==> src/thermal_pkg.sv <==
// Constants and types shared by the thermal clock throttle block
package thermal_pkg;

	// ****************************************
	// Register map (byte addresses)
	// ****************************************
	localparam logic [3:0] CTRL_ADDR = 4'h0;
	localparam logic [3:0] STATUS_ADDR = 4'h4;
	localparam logic [3:0] IRQ_CFG_ADDR = 4'h8;
	localparam logic [3:0] EVENT_ADDR = 4'hc;

	// ****************************************
	// Field positions
	// ****************************************
	localparam int CTRL_DEMAND_BIT = 4;
	localparam int CTRL_DUTY_LSB = 1;
	localparam int CTRL_DUTY_MSB = 3;
	localparam int CTRL_AUTO_BIT = 0;
	localparam int IRQ_RISE_BIT = 0;
	localparam int IRQ_FALL_BIT = 1;

	// ****************************************
	// Reset values and timing
	// ****************************************
	localparam logic [4:0] CTRL_RESET = 5'h00;
	localparam logic [1:0] IRQ_CFG_RESET = 2'h0;
	localparam logic [2:0] AUTO_DUTY = 3'h3;
	localparam int SLOT_CYCLES = 4;
	localparam int HYST_CYCLES = 16;
	localparam int BUS_WAIT_CYCLES = 1;

	typedef enum logic [2:0] {
		THR_IDLE = 3'b001,
		THR_RUN = 3'b010,
		THR_STOP = 3'b100
	} thr_state_e;

endpackage

==> src/duty_modulator.sv <==
// Clock gate modulator: k eighths of each period with clocks running
`timescale 1ns/1ps
module duty_modulator
	import thermal_pkg::*;
#(
	parameter int SLOTS = SLOT_CYCLES
) (
	input wire logic clk, // Core clock
	input wire logic rstn, // Async reset, active low
	input wire logic active, // Throttling requested
	input wire logic [2:0] duty, // On eighths, 1..7
	output logic clk_run, // Clock gate enable
	output logic period_end // Last cycle of a period
);
	localparam int CW = $clog2(SLOTS * 8);
	logic [CW-1:0] cnt_reg;
	logic [CW-1:0] cnt_next;
	logic [2:0] eighth;
	logic [2:0] duty_eff;

	assign cnt_next = (!active || cnt_reg == CW'(SLOTS * 8 - 1)) ? '0 : cnt_reg + 1'b1;
	assign eighth = 3'(cnt_reg / CW'(SLOTS));
	// Reserved zero treated as one eighth
	assign duty_eff = (duty == 3'h0) ? 3'h1 : duty;
	assign period_end = active && (cnt_reg == CW'(SLOTS * 8 - 1));

	always_ff @(posedge clk or negedge rstn) begin
		if (!rstn) begin
			cnt_reg <= '0;
		end else begin
			cnt_reg <= cnt_next;
		end
	end

	// k eighths running
	assign clk_run = !active || (eighth < duty_eff);

	// ****************************************
	// Checks
	// ****************************************
	property p_idle_runs;
		@(posedge clk) disable iff (!rstn) !active |-> clk_run;
	endproperty
	a_idle_runs: assert property (p_idle_runs) else $error("clock gated while idle");

	property p_first_slot_runs;
		@(posedge clk) disable iff (!rstn) (active && cnt_reg == '0) |-> clk_run;
	endproperty
	a_first_slot_runs: assert property (p_first_slot_runs) else $error("first eighth not running");

	property p_last_slot_stops;
		@(posedge clk) disable iff (!rstn) period_end |-> !clk_run;
	endproperty
	a_last_slot_stops: assert property (p_last_slot_stops) else $error("last eighth not stopped");

endmodule // duty_modulator

==> src/thermal_clock_throttle.sv <==
// Thermal monitor: throttle control, alert, trip latch and Avalon registers
// Contract
// Active throttle circuit stops and restarts core clocks at selected duty.
// Automatic mode activates throttling only when over-temperature is flagged.
// Firmware must enable automatic mode; disabled is out of spec.
// Automatic throttling uses fixed part-specific duty, thirty to fifty percent.
// Automatic duty is a constant no software write changes.
// Over-temperature cleared ends modulation and deactivates throttling.
// Hysteresis prevents rapid toggling near trip point.
// Control bit 4 set activates throttling immediately regardless of temperature.
// On-demand duty from control bits 3:1, 12.5 to 87.5 percent.
// Demand with auto enabled and hot uses automatic duty.
// Alert output low while die at thermal limit.
// Throttling stays active while alert asserted and auto enabled.
// Trip threshold fixed in hardware, not software visible.
// Snoops and interrupt latching continue during throttling.
// Interrupt selectable on alert assertion and deassertion.
// Catastrophic temperature shuts down and asserts trip output.
// Trip output latched until reset.
// Trip independent of processor activity, no bus transaction.
// Platform removes core supply after trip within limit.
// Duty value k gives k eighths running; zero reserved.
// Clearing demand ends throttling within one period unless auto holds.
// Reset clears demand bit and duty field; circuit inactive.
`timescale 1ns/1ps
module thermal_clock_throttle
	import thermal_pkg::*;
#(
	parameter int SLOTS = SLOT_CYCLES, // Cycles per eighth
	parameter int HYST = HYST_CYCLES // Cool cycles before release
) (
	input wire logic clk, // Core clock, 250 MHz
	input wire logic rstn, // Async reset, active low
	input wire logic hot_in, // Sensor: near limit
	input wire logic critical_in, // Sensor: catastrophic
	input wire logic [3:0] avs_address, // Byte address
	input wire logic avs_read, // Read strobe
	input wire logic avs_write, // Write strobe
	input wire logic [31:0] avs_writedata, // Write data
	input wire logic [3:0] avs_byteenable, // Byte lanes
	output logic [31:0] avs_readdata, // Read data
	output logic avs_waitrequest, // Stall
	output logic core_clk_en, // Core clock gate enable
	output logic thermal_limit_alert_n, // Alert, active low
	output logic thermal_trip_n, // Trip, active low, latched
	output logic shutdown, // Core shutdown request
	output logic thermal_irq, // Alert change interrupt
	output logic clock_throttle_circuit // Throttle active
);
	// ****************************************
	// Input synchronisers
	// ****************************************
	logic hot_m_reg, hot_s_reg, crit_m_reg, crit_s_reg;

	always_ff @(posedge clk or negedge rstn) begin
		if (!rstn) begin
			hot_m_reg <= 1'b0;
			hot_s_reg <= 1'b0;
			crit_m_reg <= 1'b0;
			crit_s_reg <= 1'b0;
		end else begin
			hot_m_reg <= hot_in;
			hot_s_reg <= hot_m_reg;
			crit_m_reg <= critical_in;
			crit_s_reg <= crit_m_reg;
		end
	end

	// ****************************************
	// Bus slave
	// ****************************************
	logic [4:0] ctrl_reg;
	logic [1:0] irq_cfg_reg;
	logic [1:0] event_reg;
	logic wait_done_reg;
	logic acc, wr_ok, sel_ctrl, sel_irq, sel_event;
	logic [31:0] rd_mux;

	function automatic logic hit(input logic [3:0] a, input logic [3:0] r);
		return a == r;
	endfunction

	assign acc = avs_read || avs_write;
	assign avs_waitrequest = acc && !wait_done_reg;
	assign wr_ok = avs_write && wait_done_reg && avs_byteenable[0];
	assign sel_ctrl = hit(avs_address, CTRL_ADDR);
	assign sel_irq = hit(avs_address, IRQ_CFG_ADDR);
	assign sel_event = hit(avs_address, EVENT_ADDR);

	always_ff @(posedge clk or negedge rstn) begin
		if (!rstn) begin
			wait_done_reg <= 1'b0;
		end else begin
			wait_done_reg <= acc && !wait_done_reg;
		end
	end

	// ****************************************
	// Control registers
	// ****************************************
	logic auto_en, demand_en;
	logic [2:0] demand_duty;

	assign auto_en = ctrl_reg[CTRL_AUTO_BIT];
	assign demand_en = ctrl_reg[CTRL_DEMAND_BIT];
	// demand duty field
	assign demand_duty = ctrl_reg[CTRL_DUTY_MSB:CTRL_DUTY_LSB];

	// reset clears demand
	always_ff @(posedge clk or negedge rstn) begin
		if (!rstn) begin
			ctrl_reg <= CTRL_RESET;
			irq_cfg_reg <= IRQ_CFG_RESET;
		end else begin
			if (wr_ok && sel_ctrl) begin
				ctrl_reg <= avs_writedata[4:0];
			end
			if (wr_ok && sel_irq) begin
				irq_cfg_reg <= avs_writedata[1:0];
			end
		end
	end

	// ****************************************
	// Hysteresis on hot indication
	// ****************************************
	localparam int HW = $clog2(HYST + 1);
	logic [HW-1:0] cool_reg;
	logic hot_held_reg;
	logic hot_held_next;

	// hold until cool for HYST
	assign hot_held_next = hot_s_reg ? 1'b1 : (cool_reg == HW'(HYST - 1)) ? 1'b0 : hot_held_reg;

	always_ff @(posedge clk or negedge rstn) begin
		if (!rstn) begin
			cool_reg <= '0;
			hot_held_reg <= 1'b0;
		end else begin
			cool_reg <= (hot_s_reg || !hot_held_reg) ? '0 : cool_reg + 1'b1;
			hot_held_reg <= hot_held_next;
		end
	end

	// alert follows thermal limit
	assign thermal_limit_alert_n = !hot_held_reg;

	// ****************************************
	// Throttle state machine
	// ****************************************
	thr_state_e state_reg, state_next;
	logic auto_act, period_end, mod_active, clk_run;
	logic [2:0] duty_sel;

	// auto only when hot
	assign auto_act = auto_en && hot_held_reg;

	always_comb begin
		state_next = state_reg;
		case (state_reg)
			THR_IDLE: begin
				// demand starts at once
				if (auto_act || demand_en) begin
					state_next = THR_RUN;
				end
			end
			THR_RUN: begin
				// demand cleared, end at period
				// cooled, stop
				// held while alert
				if (!auto_act && !demand_en) begin
					state_next = THR_STOP;
				end
			end
			THR_STOP: begin
				if (auto_act || demand_en) begin
					state_next = THR_RUN;
				end else if (period_end) begin
					state_next = THR_IDLE;
				end
			end
			default: state_next = THR_IDLE;
		endcase
	end

	always_ff @(posedge clk or negedge rstn) begin
		if (!rstn) begin
			state_reg <= THR_IDLE;
		end else begin
			state_reg <= state_next;
		end
	end

	// modulate while circuit active
	assign mod_active = (state_reg != THR_IDLE) && thermal_trip_n;
	assign clock_throttle_circuit = state_reg != THR_IDLE;
	// auto duty overrides demand
	// fixed constant duty
	// auto duty three eighths
	assign duty_sel = auto_act ? AUTO_DUTY : demand_duty;

	duty_modulator #(
		.SLOTS(SLOTS)
	) u_mod (
		.clk(clk),
		.rstn(rstn),
		.active(mod_active),
		.duty(duty_sel),
		.clk_run(clk_run),
		.period_end(period_end)
	);

	// snoop and interrupt logic stay clocked; only core gated
	assign core_clk_en = clk_run && thermal_trip_n;

	// ****************************************
	// Thermal trip latch
	// ****************************************
	logic trip_reg;

	// catastrophic trip
	// latched until reset
	// no bus side effect
	always_ff @(posedge clk or negedge rstn) begin
		if (!rstn) begin
			trip_reg <= 1'b0;
		end else if (crit_s_reg) begin
			trip_reg <= 1'b1;
		end
	end

	assign thermal_trip_n = !trip_reg;
	assign shutdown = trip_reg;

	// ****************************************
	// Alert edge events
	// ****************************************
	logic alert_d_reg, rise_ev, fall_ev;
	logic [1:0] clr;

	always_ff @(posedge clk or negedge rstn) begin
		if (!rstn) begin
			alert_d_reg <= 1'b0;
		end else begin
			alert_d_reg <= hot_held_reg;
		end
	end

	assign rise_ev = hot_held_reg && !alert_d_reg;
	assign fall_ev = !hot_held_reg && alert_d_reg;
	assign clr = (wr_ok && sel_event) ? avs_writedata[1:0] : 2'h0;

	// sticky events, set beats clear
	always_ff @(posedge clk or negedge rstn) begin
		if (!rstn) begin
			event_reg <= 2'h0;
		end else begin
			event_reg[IRQ_RISE_BIT] <= rise_ev || (event_reg[IRQ_RISE_BIT] && !clr[IRQ_RISE_BIT]);
			event_reg[IRQ_FALL_BIT] <= fall_ev || (event_reg[IRQ_FALL_BIT] && !clr[IRQ_FALL_BIT]);
		end
	end

	assign thermal_irq = |(event_reg & irq_cfg_reg);

	// ****************************************
	// Read data
	// ****************************************
	// threshold not readable
	assign rd_mux = sel_ctrl ? {27'h0, ctrl_reg} :
		hit(avs_address, STATUS_ADDR) ? {28'h0, trip_reg, hot_held_reg, clock_throttle_circuit, clk_run} :
		sel_irq ? {30'h0, irq_cfg_reg} :
		sel_event ? {30'h0, event_reg} : 32'h0;

	always_ff @(posedge clk or negedge rstn) begin
		if (!rstn) begin
			avs_readdata <= 32'h0;
		end else if (avs_read && !wait_done_reg) begin
			avs_readdata <= rd_mux;
		end
	end

	// ****************************************
	// Checks
	// ****************************************
	property p_trip_latched;
		@(posedge clk) disable iff (!rstn) !thermal_trip_n |=> !thermal_trip_n;
	endproperty
	a_trip_latched: assert property (p_trip_latched) else $error("trip released");

	property p_trip_set;
		@(posedge clk) disable iff (!rstn) crit_s_reg |=> !thermal_trip_n && shutdown;
	endproperty
	a_trip_set: assert property (p_trip_set) else $error("trip not asserted");

	property p_demand_start;
		@(posedge clk) disable iff (!rstn) (demand_en && state_reg == THR_IDLE) |=> clock_throttle_circuit;
	endproperty
	a_demand_start: assert property (p_demand_start) else $error("demand not immediate");

	property p_alert_holds;
		@(posedge clk) disable iff (!rstn) (auto_en && !thermal_limit_alert_n) |=> clock_throttle_circuit;
	endproperty
	a_alert_holds: assert property (p_alert_holds) else $error("throttle off during alert");

	property p_auto_duty;
		@(posedge clk) disable iff (!rstn) auto_act |-> duty_sel == AUTO_DUTY;
	endproperty
	a_auto_duty: assert property (p_auto_duty) else $error("auto duty not used");

	property p_demand_end;
		@(posedge clk) disable iff (!rstn) (state_reg == THR_STOP && !auto_act && !demand_en) |-> ##[1:40] !clock_throttle_circuit;
	endproperty
	a_demand_end: assert property (p_demand_end) else $error("throttle not ended in period");

	property p_hyst;
		@(posedge clk) disable iff (!rstn) $fell(hot_held_reg) |-> $past(!hot_s_reg, 2);
	endproperty
	a_hyst: assert property (p_hyst) else $error("alert released without cool time");

	property p_event_rise;
		@(posedge clk) disable iff (!rstn) rise_ev |=> event_reg[IRQ_RISE_BIT];
	endproperty
	a_event_rise: assert property (p_event_rise) else $error("rise event lost");

	property p_no_auto_cold;
		@(posedge clk) disable iff (!rstn) (state_reg == THR_IDLE && !demand_en && !hot_held_reg) |=> !clock_throttle_circuit;
	endproperty
	a_no_auto_cold: assert property (p_no_auto_cold) else $error("throttle without cause");

endmodule // thermal_clock_throttle

==> config.mk <==
export PLATFORM = sky130hd
export DESIGN_NAME = thermal_clock_throttle
export DESIGN_NICKNAME = d
export VERILOG_FILES = /design/src/thermal_pkg.sv /design/src/duty_modulator.sv /design/src/thermal_clock_throttle.sv
export SDC_FILE = /design/constraint.sdc
export NUM_CORES = 1
export LEC_CHECK = 0
export BUFFER_PORTS_ARGS = -buffer_cell sky130_fd_sc_hd__clkbuf_2
export CAP_MARGIN = 25
export CORE_AREA = 2 2 64 66
export DETAILED_ROUTE_END_ITERATION = 6
export DIE_AREA = 0 0 66 68
export PLACE_DENSITY = 0.82
export SKIP_LAST_GASP = 1
export SLEW_MARGIN = 20
export SYNTH_ARGS = -nofsm -noshare
export SYNTH_HDL_FRONTEND = slang
export SYNTH_SLANG_ARGS = --single-unit
==> constraint.sdc <==
create_clock -name clk -period 3.9 [get_ports clk]
set_input_delay 0.39 -clock clk [delete_from_list [all_inputs] [get_ports clk]]
set_output_delay 0.39 -clock clk [all_outputs]
set_load 0.05 [all_outputs]
==> flow_summary.yaml <==
outcome:
  status: "completed"
route:
  wl_per_cell_um: 12.08
  drtIter0Drc: 63
  drtAntennaViolNets: 0
  drt-total-wl_mm: 2.971
  vias: 1157
  drcViolationCount: 0
  firstDrtPassIters: 4
  vias_per_cell: 4.703
synthesis:
  synth_ff_type: "dfrtp_1"
  synth-seq-cells: 35
  yosysSeqAreaShare: 0.4808
  synth_warnings: 0
  synth-edff-count: 0
  syn_avg_cell_area_um2: 11.12
  synth_cell_type_count: 44
  async_flop_share: 1.000
  synth_area_um2: 1824
  syn_inst: 164
power:
  switchingPower_w: 0.0003416
  powerDensity_nw_per_um2: 490.8
  pwr-share-comb: 0.259
  vdd_drop_max_uv: 314.1
  leakagePower_nw: 1.043
  power.share.sequential: 0.447
  power_w: 0.0009770
  swShare: 0.3496
  clock_power_share: 0.295
  internal-power_w: 0.0006355
layout:
  antenna-diode-count: 0
  layout-drive-gt1-share: 0.2092
  filler_cell_count: 377
  area_growth_pct: 9.122
  finish.utilization: 0.5162
  fin_nets: 247
  mostFrequentLayoutCell: "dfrtp_1"
  design_area_um2: 1991
  final_cell_mix: "dfrtp_1, conb_1, clkbuf_2"
placed_design:
  placed_area_um2: 1891
  gp_congestion: 0.7748
  dp_hpwl_mm: 2.236
  portBuffers: 27
  dpl_worst_slack_ns: 1.647
sta:
  fmax_ghz: 0.3904
  finalSetupViolations: 0
  tightest_slew_ns: 0.8492
  rsz0062_at_grt: "false"
  drv_slew: 0
  setup_tns_ns: 0
  relSlewSlack: 0.4339
  finalWorstSetupSlack_ns: 1.339
  hold_violations: 0
  finalCriticalPeriod_ns: 2.561
  period_share: 0.6567
  skew_ns: 0.003576
die:
  io_pins: 85
  die_area_um2: 4488
  coreArea_um2: 3856
  die_y_um: 68
  dieWidth_um: 66
  row_count: 23
  initial_core_util: 0.4731
global_route:
  grt_usage: 0.1537
  antenna_found_initial: 0
  grt_pass1_vias: 1125
  grt_max_degree: 36
  grt_pass1_wl_mm: 5.078
  overflow: 0
clock_network:
  cts_tree: "yes"
  cts_hold_buf: 0
  root_buffer: "clkbuf_8"
  clk_path_buf_depth: 2
  numCtsBuffers: 5
  htreeDepth: 2
  post_cts_buffers: 0
  clkLatencyLatePin_ns: 0.29
  clkSlewWorstSetupHoldPaths_ns: 0.06
  cts.repair.resized: 0
  cts_num_sinks: 35
setup_path:
  path_cells: "a21oi_1 > ha_1 > a21o_1 > a31o_1 > a21o_1 > a21oi_1 > clkbuf_2"
  reg2reg_slack_ns: 2.06
  crit_arrival_ns: 2.17
  critPathBufInv: 1
  reg2reg_depth: 6
  start_kind: "flip-flop"
  crit_family: "compound AO/OA/AOI/OAI gates"
  slowest_delay_ns: 0.46
  crit_path_end_kind: "primary output"
  crit_type: "flip-flop to primary output"
  cp.depth: 7
  cpMaxStageDelayCell: "dfrtp_1"
  cp.required_ns: 3.51
  cp_max_fo: 7
hold_path:
  holdCritPathClass: "primary input to async pin"
run:
  max_cap_violations: 0
## cells by family (layout without fill, tap and decap cells)
logic type	count (synthesis)	in the layout	share of synthesized area
multiplexers	12	12	0.07751
buffers and inverters	35	41	0.1379
AND/OR/NAND/NOR	46	46	0.1434
adder cells (fa/ha/maj)	6	6	0.04115
AO/OA/AOI/OAI	24	24	0.09328
XOR/XNOR	5	5	0.02401
other	1	27	0.002056
flip-flops	35	35	0.4808
## path summary, 6_finish.rpt
path,startpoint,end
max,hot_held_reg$_DFFE_PN0P_,core_clk_en
min,rstn,crit_m_reg$_DFF_PN0_
max reg2reg,hot_held_reg$_DFFE_PN0P_,avs_readdata[0]$_DFFE_PN0P_
min reg2reg,hot_m_reg$_DFF_PN0_,hot_s_reg$_DFF_PN0_
max in group asynchronous,rstn,crit_s_reg$_DFF_PN0_
min in group clk,hot_in,hot_m_reg$_DFF_PN0_
## metrics by stage
stage / instances / hold slack [ns]
final: 246 / 0.1974
after global routing: 246 / 0.1914
after CTS: 246 / 0.1885
after detailed placement: 238 / 0.3365
after global placement: 238 / 0.3325
after floorplan: 190 / 0.09441
## synth_stat cells (2+ instances only)
cell | number | area (um2)
and2_1 | 3 | 18.77
and3_1 | 2 | 12.51
o21ai_0 | 3 | 15.01
nand3_1 | 6 | 30.03
a21o_1 | 3 | 22.52
nor3_1 | 3 | 15.01
dfrtp_1 | 34 | 850.8
buf_4 | 27 | 202.7
ha_1 | 6 | 75.07
nor2_1 | 12 | 45.04
nand2b_1 | 3 | 18.77
o21ai_1 | 2 | 10.01
or3_1 | 2 | 12.51
xor2_1 | 3 | 26.28
a22o_1 | 3 | 26.28
o31ai_1 | 2 | 15.01
mux2_1 | 7 | 78.83
xnor2_1 | 2 | 17.52
a21oi_1 | 3 | 15.01
inv_1 | 5 | 18.77
nand2_1 | 7 | 26.28
mux2i_1 | 4 | 40.04
## power by group through the flow
stage	combinational (W)	clock, W	sequential [W]
after floorplan	0.000218	0	0.000447
after global placement	0.000251	0	0.000440
after detailed placement	0.000255	0	0.000443
after CTS	0.000255	0.000298	0.000436
after global routing	0.000276	0.000311	0.000442
final	0.000253	0.000288	0.000436
## area by class of cell
type                       count  area, um2  area share
sequential                    35      877.1      0.4406
multi-input combinational    120      793.3      0.3985
timing repair buffer          27      135.1     0.06788
clock buffer                   8      100.1     0.05028
tap                           50      62.56     0.03143
inverter                       6      22.52     0.01131
## layer usage
metal / vias up / wire (um) / global-route usage
met5: - / 0 / 0
met4: 0 / 41 / 0.05612
met3: 4 / 169 / 0.06250
met2: 30 / 1435 / 0.2424
met1: 547 / 1324 / 0.1913
li1: 576 / - / -
Power figures use the tool's default switching activity.
